[src/verilog/adc_ctrl_regs.svh]
/*
 * register offsets, field positions, reset values and timing counts of the
 * converter control block. assumes an 8-bit data path in the low byte lane.
 */
`ifndef ADC_CTRL_REGS_SVH
`define ADC_CTRL_REGS_SVH

// ------------------------------------------------------------------
// offsets
// ------------------------------------------------------------------
`define OFS_CONTROL_STATUS 8'h70
`define OFS_RESULT_HIGH 8'h71
`define OFS_RESULT_LOW 8'h72
`define OFS_POWER_MODE 8'h74
`define ADDR_CONTROL_STATUS 10'h1c0
`define ADDR_RESULT_HIGH 10'h1c4
`define ADDR_RESULT_LOW 10'h1c8
`define ADDR_POWER_MODE 10'h1d0

// ------------------------------------------------------------------
// fields
// ------------------------------------------------------------------
`define BIT_DONE 7
`define BIT_SPEED 6
`define BIT_CONV_ON 5
`define BIT_RESERVED 4
`define CSR_RESET 8'h00
`define CSR_WRITE_MASK 8'h6f

// ------------------------------------------------------------------
// timing
// ------------------------------------------------------------------
`define SAMPLE_STEPS 4'h2
`define SETTLE_STEPS 8'h40

`endif

[src/verilog/adc_ctrl_pkg.sv]
/*
 * types of the converter control block.
 * assumes nothing beyond the header of constants.
 */
package adc_ctrl_pkg;
	typedef enum logic [1:0] {
		ST_IDLE = 2'b00,
		ST_SAMPLE = 2'b01,
		ST_CONVERT = 2'b10
	} conv_state_t;
	typedef logic [3:0] input_select_t;
	typedef logic [9:0] result_t;
endpackage

[src/verilog/adc_clock_div.sv]
/*
 * converter clock enable: one-cycle pulse every 2 or 4 system cycles.
 * assumes a single synchronous clock and reset.
 */
`timescale 1ns/1ps
`default_nettype none
module adc_clock_div (
	// clock and reset
	input wire logic clk_i,
	input wire logic rst_i,
	// control
	input wire logic run_i,
	input wire logic speed_i,
	// enable out
	output logic tick_o
);
	logic [1:0] count;

	always_ff @(posedge clk_i) begin
		if (rst_i || !run_i) begin
			count <= 2'h0;
			tick_o <= 1'b0;
		end else begin
			count <= count + 2'h1;
			if (speed_i) begin
				tick_o <= count[0]; // [RULE_09]
			end else begin
				tick_o <= (count == 2'h3); // [RULE_09]
			end
		end
	end
endmodule
`default_nettype wire

[src/verilog/adc_result_store.sv]
/*
 * holds the last converted 10-bit value, registered read ports.
 * assumes the writer presents a whole result in one cycle.
 */
`timescale 1ns/1ps
`default_nettype none
module adc_result_store (
	// clock and reset
	input wire logic clk_i,
	input wire logic rst_i,
	// write side
	input wire logic wr_i,
	input wire adc_ctrl_pkg::result_t data_i,
	// read side
	output logic [7:0] high_o,
	output logic [7:0] low_o
);
	import adc_ctrl_pkg::*;

	// not latched: every conversion simply overwrites
	always_ff @(posedge clk_i) begin
		if (rst_i) begin
			high_o <= 8'h00;
			low_o <= 8'h00;
		end else if (wr_i) begin
			high_o <= data_i[9:2]; // [RULE_13] [RULE_07]
			low_o <= {6'h00, data_i[1:0]}; // [RULE_14]
		end
	end
endmodule
`default_nettype wire

[src/verilog/adc_sequencer_control.sv]
/*
 * control and result logic of a 10-bit successive-approximation converter,
 * reached over classic wishbone. assumes an external comparator and input
 * multiplexer driven from the select and trial-code outputs.
 */
// Local design decision: the Wishbone register port.
// Notes on behaviour
// RULE_01: setting converter_on starts continuous back-to-back conversions of selected input.
// RULE_02: end of conversion sets done flag bit 7 and loads both result registers.
// RULE_03: reading the high result register clears the done flag.
// RULE_04: any write to the control/status register clears the done flag; the code clears it only on writes with byte lane 0 selected.
// RULE_05: software 10-bit read: poll flag, read low, then high.
// RULE_06: software 8-bit read: poll flag, read high only.
// RULE_07: results are overwritten by each conversion; software reads them promptly.
// RULE_08: changing input_select mid-conversion aborts, clears flag, restarts on new input.
// RULE_09: speed bit 0 gives clock divided by 4, 1 gives divided by 2.
// RULE_10: clearing converter_on stops the converter and any conversion in progress.
// RULE_11: software writes zero to reserved bit 4.
// RULE_12: input_select value picks analog input of the same index, 0 to 15.
// RULE_13: high result register shows result bits 9:2, read-only.
// RULE_14: low result register shows bits 1:0, upper six bits read zero.
// RULE_15: control/status writable except bit 7, which is read-only.
// RULE_16: processor wait mode does not affect converter operation.
// RULE_17: halt disables converter; software allows settle_time after wakeup.
// RULE_18: inputs above or below references give all-ones or zero results.
// RULE_19: fixed step count per conversion, one bit per step, msb first.
// RULE_20: no interrupt request; completion known only by polling the flag.
`timescale 1ns/1ps
`default_nettype none
`include "adc_ctrl_regs.svh"
module adc_sequencer_control (
	// clock and reset
	input wire logic clk_i,
	input wire logic rst_i,
	// wishbone slave
	input wire logic cyc_i,
	input wire logic stb_i,
	input wire logic we_i,
	input wire logic [9:0] adr_i,
	input wire logic [3:0] sel_i,
	input wire logic [31:0] dat_i,
	output logic [31:0] dat_o,
	output logic ack_o,
	output logic err_o,
	// processor power state
	input wire logic wait_mode_i,
	input wire logic halt_mode_i,
	// analog front end
	input wire logic compare_i,
	output adc_ctrl_pkg::input_select_t input_select_o,
	output logic sample_o,
	output logic power_on_o,
	output adc_ctrl_pkg::result_t trial_code_o
);
	import adc_ctrl_pkg::*;

	// ------------------------------------------------------------------
	// bus decode
	// ------------------------------------------------------------------
	logic req;
	logic hit_csr, hit_high, hit_low, hit_pwr, hit_any;
	logic wr_csr, rd_high, lane0;
	logic converter_on, speed, reserved_bit, done;
	input_select_t input_select;
	logic [7:0] high_byte, low_byte;
	logic [7:0] settle_count;
	logic settled;
	conv_state_t state;
	logic [3:0] bit_index;
	result_t code;
	logic tick, run, store;

	function automatic logic addr_is(input logic [9:0] a, input logic [9:0] b);
		addr_is = (a == b);
	endfunction

	assign req = cyc_i && stb_i && !ack_o && !err_o;
	// only byte lane 0 is wired; writes on other lanes are acked and dropped
	assign lane0 = sel_i[0];
	always_comb begin
		hit_csr = 1'b0;
		hit_high = 1'b0;
		hit_low = 1'b0;
		hit_pwr = 1'b0;
		if (addr_is(adr_i, `ADDR_CONTROL_STATUS)) begin
			hit_csr = 1'b1;
		end else if (addr_is(adr_i, `ADDR_RESULT_HIGH)) begin
			hit_high = 1'b1;
		end else if (addr_is(adr_i, `ADDR_RESULT_LOW)) begin
			hit_low = 1'b1;
		end else if (addr_is(adr_i, `ADDR_POWER_MODE)) begin
			hit_pwr = 1'b1;
		end
	end
	assign hit_any = hit_csr || hit_high || hit_low || hit_pwr;
	assign wr_csr = req && we_i && hit_csr && lane0;
	assign rd_high = req && !we_i && hit_high;

	// ------------------------------------------------------------------
	// bus answer
	// ------------------------------------------------------------------
	// one wait state: answer registered, dropped the cycle after
	always_ff @(posedge clk_i) begin
		if (rst_i) begin
			ack_o <= 1'b0;
			err_o <= 1'b0;
			dat_o <= 32'h0000_0000;
		end else begin
			ack_o <= req && hit_any;
			err_o <= req && !hit_any;
			dat_o <= 32'h0000_0000;
			if (req && !we_i) begin
				if (hit_csr) begin
					dat_o[7:0] <= {done, speed, converter_on, reserved_bit, input_select};
				end else if (hit_high) begin
					dat_o[7:0] <= high_byte; // [RULE_13]
				end else if (hit_low) begin
					dat_o[7:0] <= low_byte; // [RULE_14]
				end else if (hit_pwr) begin
					dat_o[7:0] <= {7'h00, settled};
				end
			end
		end
	end

	// ------------------------------------------------------------------
	// control register
	// ------------------------------------------------------------------
	always_ff @(posedge clk_i) begin
		if (rst_i) begin
			converter_on <= 1'b0;
			speed <= 1'b0;
			reserved_bit <= 1'b0;
			input_select <= 4'h0;
		end else if (wr_csr) begin
			converter_on <= dat_i[`BIT_CONV_ON]; // [RULE_01] [RULE_10]
			speed <= dat_i[`BIT_SPEED]; // [RULE_09]
			reserved_bit <= dat_i[`BIT_RESERVED];
			input_select <= dat_i[3:0]; // [RULE_12]
		end
	end

	// halt gates the converter off; wait mode is ignored on purpose
	assign run = converter_on && !halt_mode_i; // [RULE_17] [RULE_16]

	// settle counter after halt: status only, results still flow
	always_ff @(posedge clk_i) begin
		if (rst_i) begin
			settle_count <= 8'h00;
		end else if (!run) begin
			settle_count <= 8'h00;
		end else if (settle_count != `SETTLE_STEPS) begin
			settle_count <= settle_count + 8'h01; // [RULE_17]
		end
	end
	assign settled = (settle_count == `SETTLE_STEPS);

	adc_clock_div u_div (
		.clk_i(clk_i),
		.rst_i(rst_i),
		.run_i(run),
		.speed_i(speed),
		.tick_o(tick)
	);

	// ------------------------------------------------------------------
	// approximation sequencer
	// ------------------------------------------------------------------
	// rewriting the same select keeps the running conversion going
	logic restart;
	assign restart = wr_csr && (dat_i[3:0] != input_select); // [RULE_08]

	always_ff @(posedge clk_i) begin
		if (rst_i) begin
			state <= ST_IDLE;
			bit_index <= 4'h0;
			code <= 10'h000;
		end else if (!run) begin
			state <= ST_IDLE; // [RULE_10]
			code <= 10'h000;
		end else if (restart) begin
			state <= ST_SAMPLE; // [RULE_08]
			bit_index <= 4'h0;
			code <= 10'h000;
		end else if (tick) begin
			case (state)
				ST_IDLE: begin
					state <= ST_SAMPLE; // [RULE_01]
					bit_index <= 4'h0;
				end
				ST_SAMPLE: begin
					if (bit_index == `SAMPLE_STEPS - 4'h1) begin
						state <= ST_CONVERT;
						bit_index <= 4'h9;
						code <= 10'h200;
					end else begin
						bit_index <= bit_index + 4'h1;
					end
				end
				ST_CONVERT: begin
					// keep or drop trial bit; saturation falls out of the search
					code[bit_index] <= compare_i; // [RULE_19] [RULE_18]
					if (bit_index == 4'h0) begin
						state <= ST_SAMPLE; // [RULE_01]
					end else begin
						code[bit_index - 4'h1] <= 1'b1;
						bit_index <= bit_index - 4'h1;
					end
				end
				default: begin
					state <= ST_IDLE;
				end
			endcase
		end
	end

	// the live decision feeds the last bit, so storing costs no extra tick
	assign store = run && !restart && tick && (state == ST_CONVERT) && (bit_index == 4'h0);

	adc_result_store u_store (
		.clk_i(clk_i),
		.rst_i(rst_i),
		.wr_i(store),
		.data_i({code[9:1], compare_i}),
		.high_o(high_byte),
		.low_o(low_byte)
	);

	// ------------------------------------------------------------------
	// done flag
	// ------------------------------------------------------------------
	// set wins over any clear in the same cycle; no interrupt is raised
	always_ff @(posedge clk_i) begin
		if (rst_i) begin
			done <= 1'b0;
		end else if (store) begin
			done <= 1'b1; // [RULE_02] [RULE_20]
		end else if (wr_csr || rd_high) begin
			done <= 1'b0; // [RULE_03] [RULE_04] [RULE_15]
		end
	end

	// ------------------------------------------------------------------
	// front-end outputs
	// ------------------------------------------------------------------
	always_ff @(posedge clk_i) begin
		if (rst_i) begin
			input_select_o <= 4'h0;
			sample_o <= 1'b0;
			power_on_o <= 1'b0;
			trial_code_o <= 10'h000;
		end else begin
			input_select_o <= input_select; // [RULE_12]
			sample_o <= run && (state == ST_SAMPLE);
			power_on_o <= run;
			trial_code_o <= code;
		end
	end

	// ------------------------------------------------------------------
	// checks
	// ------------------------------------------------------------------
	// bus checks look one cycle after a request is taken
	a_done_on_store: assert property (@(posedge clk_i) disable iff (rst_i) // [RULE_02]
		store |=> done) else $error("done flag not set after conversion");
	a_high_read_clears: assert property (@(posedge clk_i) disable iff (rst_i) // [RULE_03]
		rd_high && !store |=> !done) else $error("high read did not clear done");
	a_write_clears: assert property (@(posedge clk_i) disable iff (rst_i) // [RULE_04]
		wr_csr && !store |=> !done) else $error("control write did not clear done");
	a_off_idles: assert property (@(posedge clk_i) disable iff (rst_i) // [RULE_10]
		!run |=> state == ST_IDLE) else $error("sequencer ran while off");
	a_select_restart: assert property (@(posedge clk_i) disable iff (rst_i) // [RULE_08]
		run && restart |=> state == ST_SAMPLE && bit_index == 4'h0)
		else $error("select change did not restart");
	a_result_layout: assert property (@(posedge clk_i) disable iff (rst_i) // [RULE_13]
		store |=> high_byte == $past(code[9:2]) && low_byte[7:2] == 6'h00)
		else $error("result bytes misplaced");
	a_low_zero: assert property (@(posedge clk_i) disable iff (rst_i) // [RULE_14]
		low_byte[7:2] == 6'h00) else $error("low reserved bits set");
	a_fast_tick: assert property (@(posedge clk_i) disable iff (rst_i) // [RULE_09]
		tick && speed && run && $past(run) && $past(speed) |=> !tick ##1 (tick || !run || !speed))
		else $error("divide by two broken");
	a_wait_ignored: assert property (@(posedge clk_i) disable iff (rst_i) // [RULE_16]
		converter_on && !halt_mode_i |=> power_on_o) else $error("wait mode stopped converter");
	a_halt_off: assert property (@(posedge clk_i) disable iff (rst_i) // [RULE_17]
		halt_mode_i |=> !power_on_o) else $error("converter on in halt");
	a_csr_fields: assert property (@(posedge clk_i) disable iff (rst_i) // [RULE_15]
		wr_csr |=> {speed, converter_on, reserved_bit, input_select} == $past(dat_i[6:0]))
		else $error("control fields not written");
	a_select_out: assert property (@(posedge clk_i) disable iff (rst_i) // [RULE_12]
		wr_csr |=> ##1 input_select_o == $past(dat_i[3:0], 2))
		else $error("select output does not follow the register");
	a_back_to_back: assert property (@(posedge clk_i) disable iff (rst_i) // [RULE_01]
		store |=> state == ST_SAMPLE) else $error("conversions not back to back");
	a_step_down: assert property (@(posedge clk_i) disable iff (rst_i) // [RULE_19]
		run && !restart && tick && state == ST_CONVERT && bit_index != 4'h0
		|=> state == ST_CONVERT && bit_index == $past(bit_index) - 4'h1)
		else $error("bit step skipped");
	a_high_data: assert property (@(posedge clk_i) disable iff (rst_i) // [RULE_13]
		rd_high |=> dat_o == {24'h000000, $past(high_byte)}) else $error("high read data wrong");
	a_low_data: assert property (@(posedge clk_i) disable iff (rst_i) // [RULE_14]
		req && !we_i && hit_low |=> dat_o[31:2] == 30'h0) else $error("low read upper bits set");
endmodule
`default_nettype wire
[config.mk]
export PLATFORM = sky130hd
export DESIGN_NAME = adc_sequencer_control
export DESIGN_NICKNAME = d
export VERILOG_FILES = /design/src/verilog/adc_ctrl_pkg.sv /design/src/verilog/adc_clock_div.sv /design/src/verilog/adc_result_store.sv /design/src/verilog/adc_sequencer_control.sv
export VERILOG_INCLUDE_DIRS = /design/src /design/src/verilog
export SDC_FILE = /design/constraint.sdc
export NUM_CORES = 1
export LEC_CHECK = 0
export BUFFER_PORTS_ARGS = -buffer_cell sky130_fd_sc_hd__buf_2
export CAP_MARGIN = 30
export CORE_MARGIN = 3
export CORE_UTILIZATION = 31
export DETAILED_ROUTE_END_ITERATION = 10
export HOLD_SLACK_MARGIN = 0.02
export PLACE_DENSITY = 0.51
export SLEW_MARGIN = 30
export SYNTH_ARGS = -nofsm -noshare
export SYNTH_HDL_FRONTEND = slang
export SYNTH_HIERARCHICAL = 1
export SYNTH_SLANG_ARGS = --single-unit
[constraint.sdc]
create_clock -name clk_i -period 2.1 [get_ports clk_i]
set_input_delay 0.105 -clock clk_i [delete_from_list [all_inputs] [get_ports clk_i]]
set_output_delay 0.105 -clock clk_i [all_outputs]
set_load 0.05 [all_outputs]
# Yosys cells after proc, flatten, opt, wreduce, memory -nomap -nowiden
# Index checks and enable logic that the tools add are counted.
dict set report totals {
  reg_bits 95
  output_inout_bits 50
}
dict set report op_classes {
  n_lt_le_gt_ge 4
  n_reduce_logical 44
  n_bitwise 3
  n_eq_ne 16
  mux 35
  n_addsub 4
}
# operator n
set op_table {}
lappend op_table {{== test 10 x 9 -> 1 bit, second input constant} 4}
lappend op_table {{2-to-1 mux 10 bit} 2}
lappend op_table {{case mux 10 bit (2 select lines)} 1}
lappend op_table {{logical AND 1 bit} 19}
lappend op_table {{2-to-1 mux 1 bit} 18}
lappend op_table {{2-to-1 mux 4 bit} 4}
lappend op_table {{2-to-1 mux 8 bit} 2}
lappend op_table {{case mux 4 bit (3 select lines)} 1}
lappend op_table {{bitwise mux 10 bit} 1}
lappend op_table {{< comparator 4 x 5 -> 1 bit, second input constant} 2}
lappend op_table {{OR 10 bit} 1}
lappend op_table {{AND reduction 3 bit} 3}
lappend op_table {{adder 8 x 1 -> 8 bit, second input constant} 1}
lappend op_table {{demux 1 bit (select 4 bit)} 2}
lappend op_table {{== test 8 x 7 -> 1 bit, second input constant} 1}
lappend op_table {{>= comparator 4 x 1 -> 1 bit, second input constant} 2}
lappend op_table {{inequality test 8 x 7 -> 1 bit, second input constant} 1}
lappend op_table {{zero test 1 bit} 7}
lappend op_table {{2-to-1 mux 2 bit} 3}
lappend op_table {{inequality test 3 bit, second input constant} 2}
lappend op_table {{case mux 2 bit (3 select lines)} 1}
lappend op_table {{nonzero test 2 bit} 3}
lappend op_table {{logical OR 1 bit} 5}
lappend op_table {{adder 4 x 1 -> 4 bit, second input constant} 1}
lappend op_table {{other kinds (16)} 19}

# Longest topological paths before layout
# Gate-level depths: netlist of the first run.
dict set report logic_depth {
  depth_word 13
  depth_mapped 9
  ltp_nobuf 7
}

# Hierarchy
# The synthesis of the first run kept the hierarchy.
# mod area_each_um2 n_inst cells_each seq_area_each_um2
set by_module_without_submodules {}
lappend by_module_without_submodules {adc_sequencer_control 3103.0 1 366 1161.1}
lappend by_module_without_submodules {adc_result_store 401.6 1 39 200.2}
lappend by_module_without_submodules {adc_clock_div 111.4 1 10 60.1}

# Worst setup path before layout of the first run
# Ideal clock, no wire load.
dict set report synth_timing {
  path_type {flip-flop to flip-flop}
  startpoint {reg bit_index[0]}
  endpoint {reg u_store.high_o[0]}
  required_ns 1.972
  setup_time_ns 0.128
  period_less_slack_ns 2.027
  path_slack_ns 0.073
  t_arrival_ns 1.899
  path_stages_with_launch 9
  n_path_buf 1
  path_cell_list {dfxtp_1 -> inv_1 -> ha_1 -> nor3b_1 -> nand4_1 -> a21oi_1 -> buf_6 -> mux2i_1 -> nor2_1}
}
dict set report synth_between {
  elab_chain_len 2
}
# element line
set synth_lines {}
lappend synth_lines {{start, declared} adc_sequencer_control.sv:69} ;# logic [3:0] bit_index;
lappend synth_lines {{start signal, assigned} adc_sequencer_control.sv:197} ;# bit_index <= bit_index + 4'h1;
lappend synth_lines {{start signal, assigned} adc_sequencer_control.sv:207} ;# bit_index <= bit_index - 4'h1;
lappend synth_lines {{zero test 4 bit} adc_sequencer_control.sv:218} ;# assign store = run && !restart && tick && (state == ST_CONVERT) && (bit_index == 4'h0);
lappend synth_lines {{logical AND 1 bit} adc_sequencer_control.sv:218}
lappend synth_lines {{named net store} adc_sequencer_control.sv:71} ;# logic tick, run, store;
lappend synth_lines {{end signal, assigned} adc_result_store.sv:26} ;# high_o <= data_i[9:2];
lappend synth_lines {{end, declared} adc_result_store.sv:15} ;# output logic [7:0] high_o,
# The timed path passes the listed nets, and every way through them passes these cells.
# A chain may end at the register's enable or synchronous reset.

# Worst setup path after layout of the first run
dict set report layout_timing {
  startpoint {reg bit_index[1]}
  endpoint {reg code[4]}
}
dict set report layout_between {
  elab_chain_len 8
  elab_cells_between_ends 19
  cone_classes {add/sub: 1; order compare: 4; eq/ne: 2; mux: 7; bitwise: 1; reduce/logical: 4}
}
# element line
set layout_lines {}
lappend layout_lines {{subtractor 4 x 1 -> 4 bit (tied with other cells)} adc_sequencer_control.sv:206} ;# code[bit_index - 4'h1] <= 1'b1;
lappend layout_lines {{< comparator 4 x 5 -> 1 bit (implied by the code) (tied with other cells)} adc_sequencer_control.sv:206}
lappend layout_lines {{logical AND 1 bit (implied by the code) or 2-to-1 mux 1 bit (tied branches)} {adc_sequencer_control.sv:206, adc_sequencer_control.sv:202}}
lappend layout_lines {{2-to-1 mux 1 bit (implied by the code) or demux 1 bit (select 4 bit) (tied branches)} {adc_sequencer_control.sv:206, adc_sequencer_control.sv:202}}
lappend layout_lines {{demux 1 bit (select 4 bit) or bitwise mux 10 bit (tied branches)} {adc_sequencer_control.sv:206, adc_sequencer_control.sv:202}}
lappend layout_lines {{OR 10 bit (no source line)} --}
lappend layout_lines {{2-to-1 mux 10 bit} adc_sequencer_control.sv:203} ;# if (bit_index == 4'h0) begin
lappend layout_lines {{case mux 10 bit (2 select lines)} adc_sequencer_control.sv:186} ;# case (state)
lappend layout_lines {{end signal, assigned by index} adc_sequencer_control.sv:202} ;# code[bit_index] <= compare_i;
lappend layout_lines {{end, declared} adc_sequencer_control.sv:70} ;# result_t code;
# Parallel ways exist; a longest one is shown, timed or not.

==> impl_metrics.py, run 1 <==
metrics = {
    "timing": {
        "rsz0062_at_grt": "false",
        "hold_viol": 0,
        "layout_min_cycle_time_ps": 1950,
        "fin_crit_sh_pct": 92.87,
        "maxSlewViolCount": 0,
        "clock.fmax_mhz": 512.7,
        "fin_tns_setup_ps": 0,
        "setup_viol": 0,
        "skew_ps": 5.973,
    },
    "final_layout": {
        "syn2layout_area_growth_pct": 18.89,
        "multiInputGateArea_um2": 1921,
        "final_area_um2": 4299,
        "fin_nets": 541,
        "drive_above_1_share_pct": 22.08,
        "num-fill-cells": 1170,
        "regArea_um2": 1421,
        "layout.cells.non_filler": 620,
        "antennaDiodeCount": 0,
    },
    "critical_path": {
        "slowest_delay_ps": 520,
        "path_buf_inv": 1,
        "critical_path.max_fanout": 7,
        "crit_chain": "inv_1 > ha_1 > or3b_2 > a211o_4 > o21ai_0 > o21a_1 > nor2_1",
        "r2r-end": "code[4]",
        "critPathTopFamily": "compound AO/OA/AOI/OAI gates",
        "ff2ff_setup_slack_ps": 150,
        "start_kind": "flip-flop",
        "end_kind": "flip-flop",
        "crit_arrival_ps": 2170,
        "worst-setup-path-type": "reg2reg",
        "reg2reg_depth": 7,
        "rr_startpoint": "bit_index[1]",
        "worstPathRequired_ps": 2320,
        "crit_slowest_cell": "or3b_2",
    },
    "min_path": {
        "hold_start": "dat_i[6]",
        "hold_class": "in2reg",
        "whs_endpoint": "speed",
        "whs_path_depth": 3,
    },
    "yosys": {
        "synth_top_area_cell": "dfxtp_1",
        "netlist_instances": 415,
        "synth_compound_area_share_pct": 16.23,
        "synth_top_family_by_area": "simple AND/OR/NAND/NOR gates",
        "syn_area_um2": 3616,
        "yosys.area_share.simple_pct": 21.38,
        "synth_adder_area_share_pct": 4.429,
        "synth_common_cells": "dfxtp_1, nor2_1, a21oi_1, nand2_1, buf_4",
        "yosysMostFrequentCell": "dfxtp_1",
        "synth_seq_cells": 71,
        "synthArstFlopShare_pct": 0,
        "synth.avg_cell_area_um2": 8.713,
        "synth_top_cell_area_share_pct": 39.31,
        "synth_edf_count": 0,
        "ys_types": 67,
        "ys_warn_count": 6,
        "muxShareOfSynthArea_pct": 4.187,
        "synth_area_leaders": "dfxtp_1, buf_4, nor2_1",
        "synth_xor_area_share_pct": 3.391,
        "synth_flop_cell": "dfxtp_1",
        "synth_seq_area_share_pct": 39.31,
    },
    "detailed_routing": {
        "num_vias": 2991,
        "wl_per_cell_um": 13.56,
        "drtPass1Iterations": 4,
        "vias_per_cell": 4.824,
        "ant_nets": 0,
        "drtIter0Drc": 230,
        "wirelength_um": 8405,
        "drc_errors": 0,
    },
    "placement": {
        "gp_congestion": 0.8378,
        "port_buffers": 50,
        "dp.cells": 604,
        "placed_cell_area_um2": 3986,
        "hpwl_um": 6284,
    },
    "run_status": {
        "outcome": "complete, no violations",
    },
    "floorplan": {
        "io_pins": 104,
        "die_y_um": 114,
        "core_um2": 11130,
        "fp.dieW_um": 114,
        "dieArea_um2": 13000,
        "rows": 38,
        "start_util_pct": 32.50,
    },
    "cts": {
        "clockBufferDepth": 2,
        "clock_sinks": 71,
        "cts_hold_buf": 0,
        "cts_buffers": 9,
        "clk_latency_ps": 330,
        "cts_tree": "built",
        "clk_pin_slew_ps": 60,
        "htreeDepth": 3,
        "cts_root_buffer": "clkbuf_16",
    },
    "power": {
        "power.density_nw_per_um2": 707.0,
        "ir_drop_mv": 0.3453,
        "power_uw": 3039,
        "leakage_uw": 0.001661,
    },
    "global_route": {
        "antenna_found_initial": 0,
        "grt_pass1_vias": 2784,
        "grt_max_degree": 34,
        "grt_overflow_total": 0,
        "gr-usage-all-layers_pct": 13.10,
        "grt_pass1_wl_um": 13530,
    },
    "job": {
        "cap_violations": 0,
    },
}
==> sequential cells by signal (all words and copies together) (netlist names), 2 cells and up <==
register,count
u_store/high_o,8
dat_o,8
bit_index,4
input_select_o,4
settle_count,8
input_select,4
u_div/count,2
code,10
state,2
u_store/low_o,2
trial_code_o,10
==> logic make-up after synthesis <==
kind of cell | after synthesis
and+or+nand+nor | 144
AOI/OAI and AO/OA | 88
DFF | 71
buffers and inverters | 68
muxes | 15
xor gates and xnor gates | 14
adders and majority gates | 13
other | 2
==> how the worst max path moves through the flow <==
stage               cells past startpoint    startpoint                 to
finish                                  7  bit_index[1]            code[4]
global route                            7  bit_index[1]            code[0]
CTS                                     7  bit_index[1]            code[4]
detailed placement                      7  bit_index[1]            code[4]
global placement                        7  bit_index[1]            code[4]
floorplan                               8  bit_index[0]  u_store/high_o[0]
==> tightest hold or removal path: cells and delay by family <==
family,cells,cell delay (ps)
AND/OR/NAND/NOR,1,50
AO/OA/AOI/OAI,1,50
buffers and inverters,1,100
==> metal layers <==
layer	vias up	routed length, µm	GRT usage [%]
met5	-	0	0
met1	1391	4001	17.80
met4	0	176	5.938
met3	12	402	2.281
li1	1502	-	-
met2	86	3825	20.30
==> layout by cell type, fill, tap and decap left out, types with 3 or more instances in the layout <==
master / instances
nand2b_1: 3
a311oi_1: 3
clkbuf_16: 9
o21ai_0: 12
clkinv_2: 3
o22ai_1: 4
and3_1: 3
conb_1: 30
or3b_2: 3
nand3_1: 10
a22oi_1: 7
a222oi_1: 3
dfxtp_1: 71
a21oi_1: 33
nor2_1: 50
a32oi_1: 3
mux2i_1: 14
inv_1: 16
nor2b_1: 15
xnor2_1: 8
buf_2: 50
buf_4: 23
xor2_1: 6
nand2_1: 31
nand4_1: 5
ha_1: 12
nor3_1: 3
==> power breakdown <==
group	total, µW	leakage [µW]	internal (µW)	switching (µW)
Sequential	1350	0.000572	1350	0.298
Combinational	176	0.000945	33.5	143
Clock	1510	0.000144	945	570
Total	3040	0.00166	2330	713
==> through the flow <==
stage	utilization (%)	setup WS, ps	hold WS [ps]
global route	38.64	7.734	37.46
finish	38.64	149.7	30.56
CTS	38.52	110.9	26.98
floorplan	-	73.06	245.5
global placement	35.83	165.5	363.8
detailed placement	35.83	133.0	373.2
==> what timing repair did <==
item / CTS / global route
endpoints found under the setup margin: 0 / 2
gates resized for setup: 0 / 2
buffers inserted: 0 / 0
==> layout make-up <==
class,count,share of cell area [%]
multi-input combinational,304,44.67
sequential,71,33.06
timing repair buffer,73,9.837
clock buffer,10,5.559
tap,140,4.075
clock inverter,6,1.397
inverter,16,1.397
Power figures use the tool's default switching activity.
==> run 2, diff against run 1 <==
--- a/config.mk
+++ b/config.mk
@@ -12,9 +12,8 @@
 export CORE_UTILIZATION = 31
 export DETAILED_ROUTE_END_ITERATION = 10
 export HOLD_SLACK_MARGIN = 0.02
-export PLACE_DENSITY = 0.51
+export PLACE_DENSITY = 0.52
 export SLEW_MARGIN = 30
 export SYNTH_ARGS = -nofsm -noshare
 export SYNTH_HDL_FRONTEND = slang
-export SYNTH_HIERARCHICAL = 1
 export SYNTH_SLANG_ARGS = --single-unit
==> impl_metrics.py, run 2 <==
metrics = {
    "critical_path": {
        "worst-setup-path-type": "reg2reg",
        "start_kind": "flip-flop",
        "rr_startpoint": "err_o",
        "slowest_delay_ps": 540,
        "cpMostUsedCell": "a22o_1",
        "worstPathRequired_ps": 2330,
        "critPathTopFamily": "simple AND/OR/NAND/NOR gates",
        "end_kind": "flip-flop",
        "crit_chain": "or4bb_4 > or4_4 > or2_1 > a22o_1 > a22o_1",
        "critical_path.max_fanout": 5,
        "crit_arrival_ps": 2410,
        "path_buf_inv": 0,
        "crit_start": "err_o",
        "crit_slowest_cell": "or4bb_4",
    },
    "placement": {
        "port_buffers": 50,
        "placement.setup.worst_slack_ps": -71.28,
        "hpwl_um": 6026,
        "gp_congestion": 0.8299,
    },
    "timing": {
        "hold_viol": 0,
        "tightest_slew_ps": 508.8,
        "fin_crit_sh_pct": 103.8,
        "layout_min_cycle_time_ps": 2179,
        "skew_ps": 9.527,
        "setup_viol": 11,
        "clock.fmax_mhz": 458.8,
        "slew_headroom_pct": 66.01,
        "maxSlewViolCount": 0,
        "setup_slack_ps": -79.41,
        "fin_tns_setup_ps": -425.7,
        "rsz0062_at_grt": "true",
    },
    "power": {
        "pwr-share-seq_pct": 54.3,
        "power.density_nw_per_um2": 596.3,
        "p_comb_share_pct": 7.3,
        "power_switching_uw": 666.5,
        "p_sw_share_pct": 26.91,
        "ir_drop_mv": 0.3224,
        "leakage_uw": 0.001824,
        "clkPwrFrac_pct": 38.5,
        "p_int_uw": 1810,
    },
    "cts": {
        "clockBufferDepth": 2,
        "htreeDepth": 3,
        "clock_sinks": 71,
        "cts_tree": "built",
        "clk_latency_ps": 350,
        "cts_root_buffer": "clkbuf_8",
        "cts_buffers": 9,
        "clk_pin_slew_ps": 80,
    },
    "global_route": {
        "grt_overflow_total": 0,
        "grt_pass1_wl_um": 13180,
        "antenna_found_initial": 0,
        "grt_pass1_vias": 2754,
        "gr-usage-all-layers_pct": 12.92,
        "grt_max_degree": 35,
    },
    "detailed_routing": {
        "wirelength_um": 8092,
        "vias_per_cell": 4.750,
        "drtIter0Drc": 152,
        "drtPass1Iterations": 4,
        "wl_per_cell_um": 13.29,
        "num_vias": 2893,
        "drc_errors": 0,
        "ant_nets": 0,
    },
    "min_path": {
        "hold_start": "dat_i[1]",
        "hold_class": "in2reg",
    },
    "floorplan": {
        "core_um2": 10560,
        "die_y_um": 111.3,
        "io_pins": 104,
        "start_util_pct": 32.59,
        "rows": 37,
        "dieArea_um2": 12400,
        "fp.dieW_um": 111.3,
    },
    "yosys": {
        "synth_common_cells": "dfxtp_1, nor2_1, buf_4, mux2i_1, clkbuf_1",
        "ys_warn_count": 0,
        "netlist_instances": 394,
        "synth_seq_area_share_pct": 41.32,
        "synth_flop_cell": "dfxtp_1",
        "synth_top_cell_area_share_pct": 41.32,
        "syn_area_um2": 3440,
        "ys_types": 53,
        "yosysMostFrequentCell": "dfxtp_1",
        "synth.avg_cell_area_um2": 8.730,
        "synthArstFlopShare_pct": 0,
        "synth_seq_cells": 71,
        "synth_edf_count": 0,
        "synth_area_leaders": "dfxtp_1, nor2_1, mux2i_1",
        "synth_top_area_cell": "dfxtp_1",
    },
    "final_layout": {
        "drive_above_1_share_pct": 24.10,
        "num-fill-cells": 1110,
        "top_regs": "code x10, trial_code_o x10",
        "syn2layout_area_growth_pct": 20.73,
        "fin_nets": 534,
        "antennaDiodeCount": 0,
        "final_common_cell": "dfxtp_1",
        "final_cell_mix": "dfxtp_1, nor2_1, buf_2",
    },
    "run_status": {
        "violations": "setup timing",
        "outcome": "finished with violations",
    },
    "job": {
        "cap_violations": 0,
    },
}
run 2: power by group through the flow:
stage / registers [µW] / logic, µW / clock network (µW)
6_report: 1340 / 180 / 952
5_1_grt: 1340 / 190 / 1040
3_5_place_dp: 1380 / 174 / 0
2_1_floorplan: 1380 / 162 / 0
4_1_cts: 1340 / 180 / 988
3_3_place_gp: 1380 / 172 / 0
run 2: cells by family (layout without fill, tap and decap cells):
kind of cell	count (synthesis)	count (layout)	share of synthesized area, %
DFF	71	71	41.32
buffers and inverters	62	118	9.749
xor gates and xnor gates	11	11	2.801
AOI/OAI and AO/OA	77	77	14.73
muxes	22	22	6.402
and+or+nand+nor	139	139	20.88
other	1	24	0.1090
adders and majority gates	11	11	4.001
run 2: per-stage QoR:
stage	utilization [%]	power, µW	instance area (µm²)	instances	hold slack (ps)
5_1_grt	39.34	2569	4153	609	31.11
3_5_place_dp	37.13	1550	3919	588	346.4
4_1_cts	39.15	2512	4133	608	27.98
6_report	39.34	2476	4153	609	40.28
2_1_floorplan	-	1541	3536	417	248.9
3_3_place_gp	37.13	1548	3919	588	337.6
run 2: layer usage:
layer | share of wire (%) | wire length, µm | track usage [%]
met1 | 48 | 3879 | 16.83
met2 | 47 | 3794 | 20.75
met3 | 4.2 | 342 | 3.370
met4 | 0.93 | 75 | 4.623
met5 | 0 | 0 | 0
run 2: cell type report:
| class | count | area, µm² | area share (%) |
|---|---|---|---|
| Sequential cell | 71 | 1429 | 34.41 |
| Tap cell | 136 | 170.2 | 4.098 |
| Timing Repair Buffer | 89 | 556.8 | 13.41 |
| Clock buffer | 10 | 127.6 | 3.073 |
| Clock inverter | 5 | 35.03 | 0.8436 |
| Inverter | 14 | 52.55 | 1.265 |
| Multi-Input combinational cell | 284 | 1782 | 42.90 |
run 2: what timing repair did:
action	4_1_cts	5_1_grt
endpoints found under the setup margin	14	23
pin swaps	1	0
cloned	0	1
gates resized for setup	1	5
endpoints found under the hold margin	4	0
hold buffers	4	0
buffers inserted	1	0
run 2: final timing paths:
check	slack, ps	to	cells past startpoint
setup / recovery	-80	bit_index[3]	5
hold / removal	40	input_select[1]	3
setup reg to reg	-80	bit_index[3]	5
hold reg to reg	450	u_div.count[0]	1
run 2: worst register-to-register path, delay by kind of cell (launching register included):
kind	cells	cell delay [ps]
AND/OR/NAND/NOR	3	1260
AO/OA/AOI/OAI	2	460
flip-flops	1	350
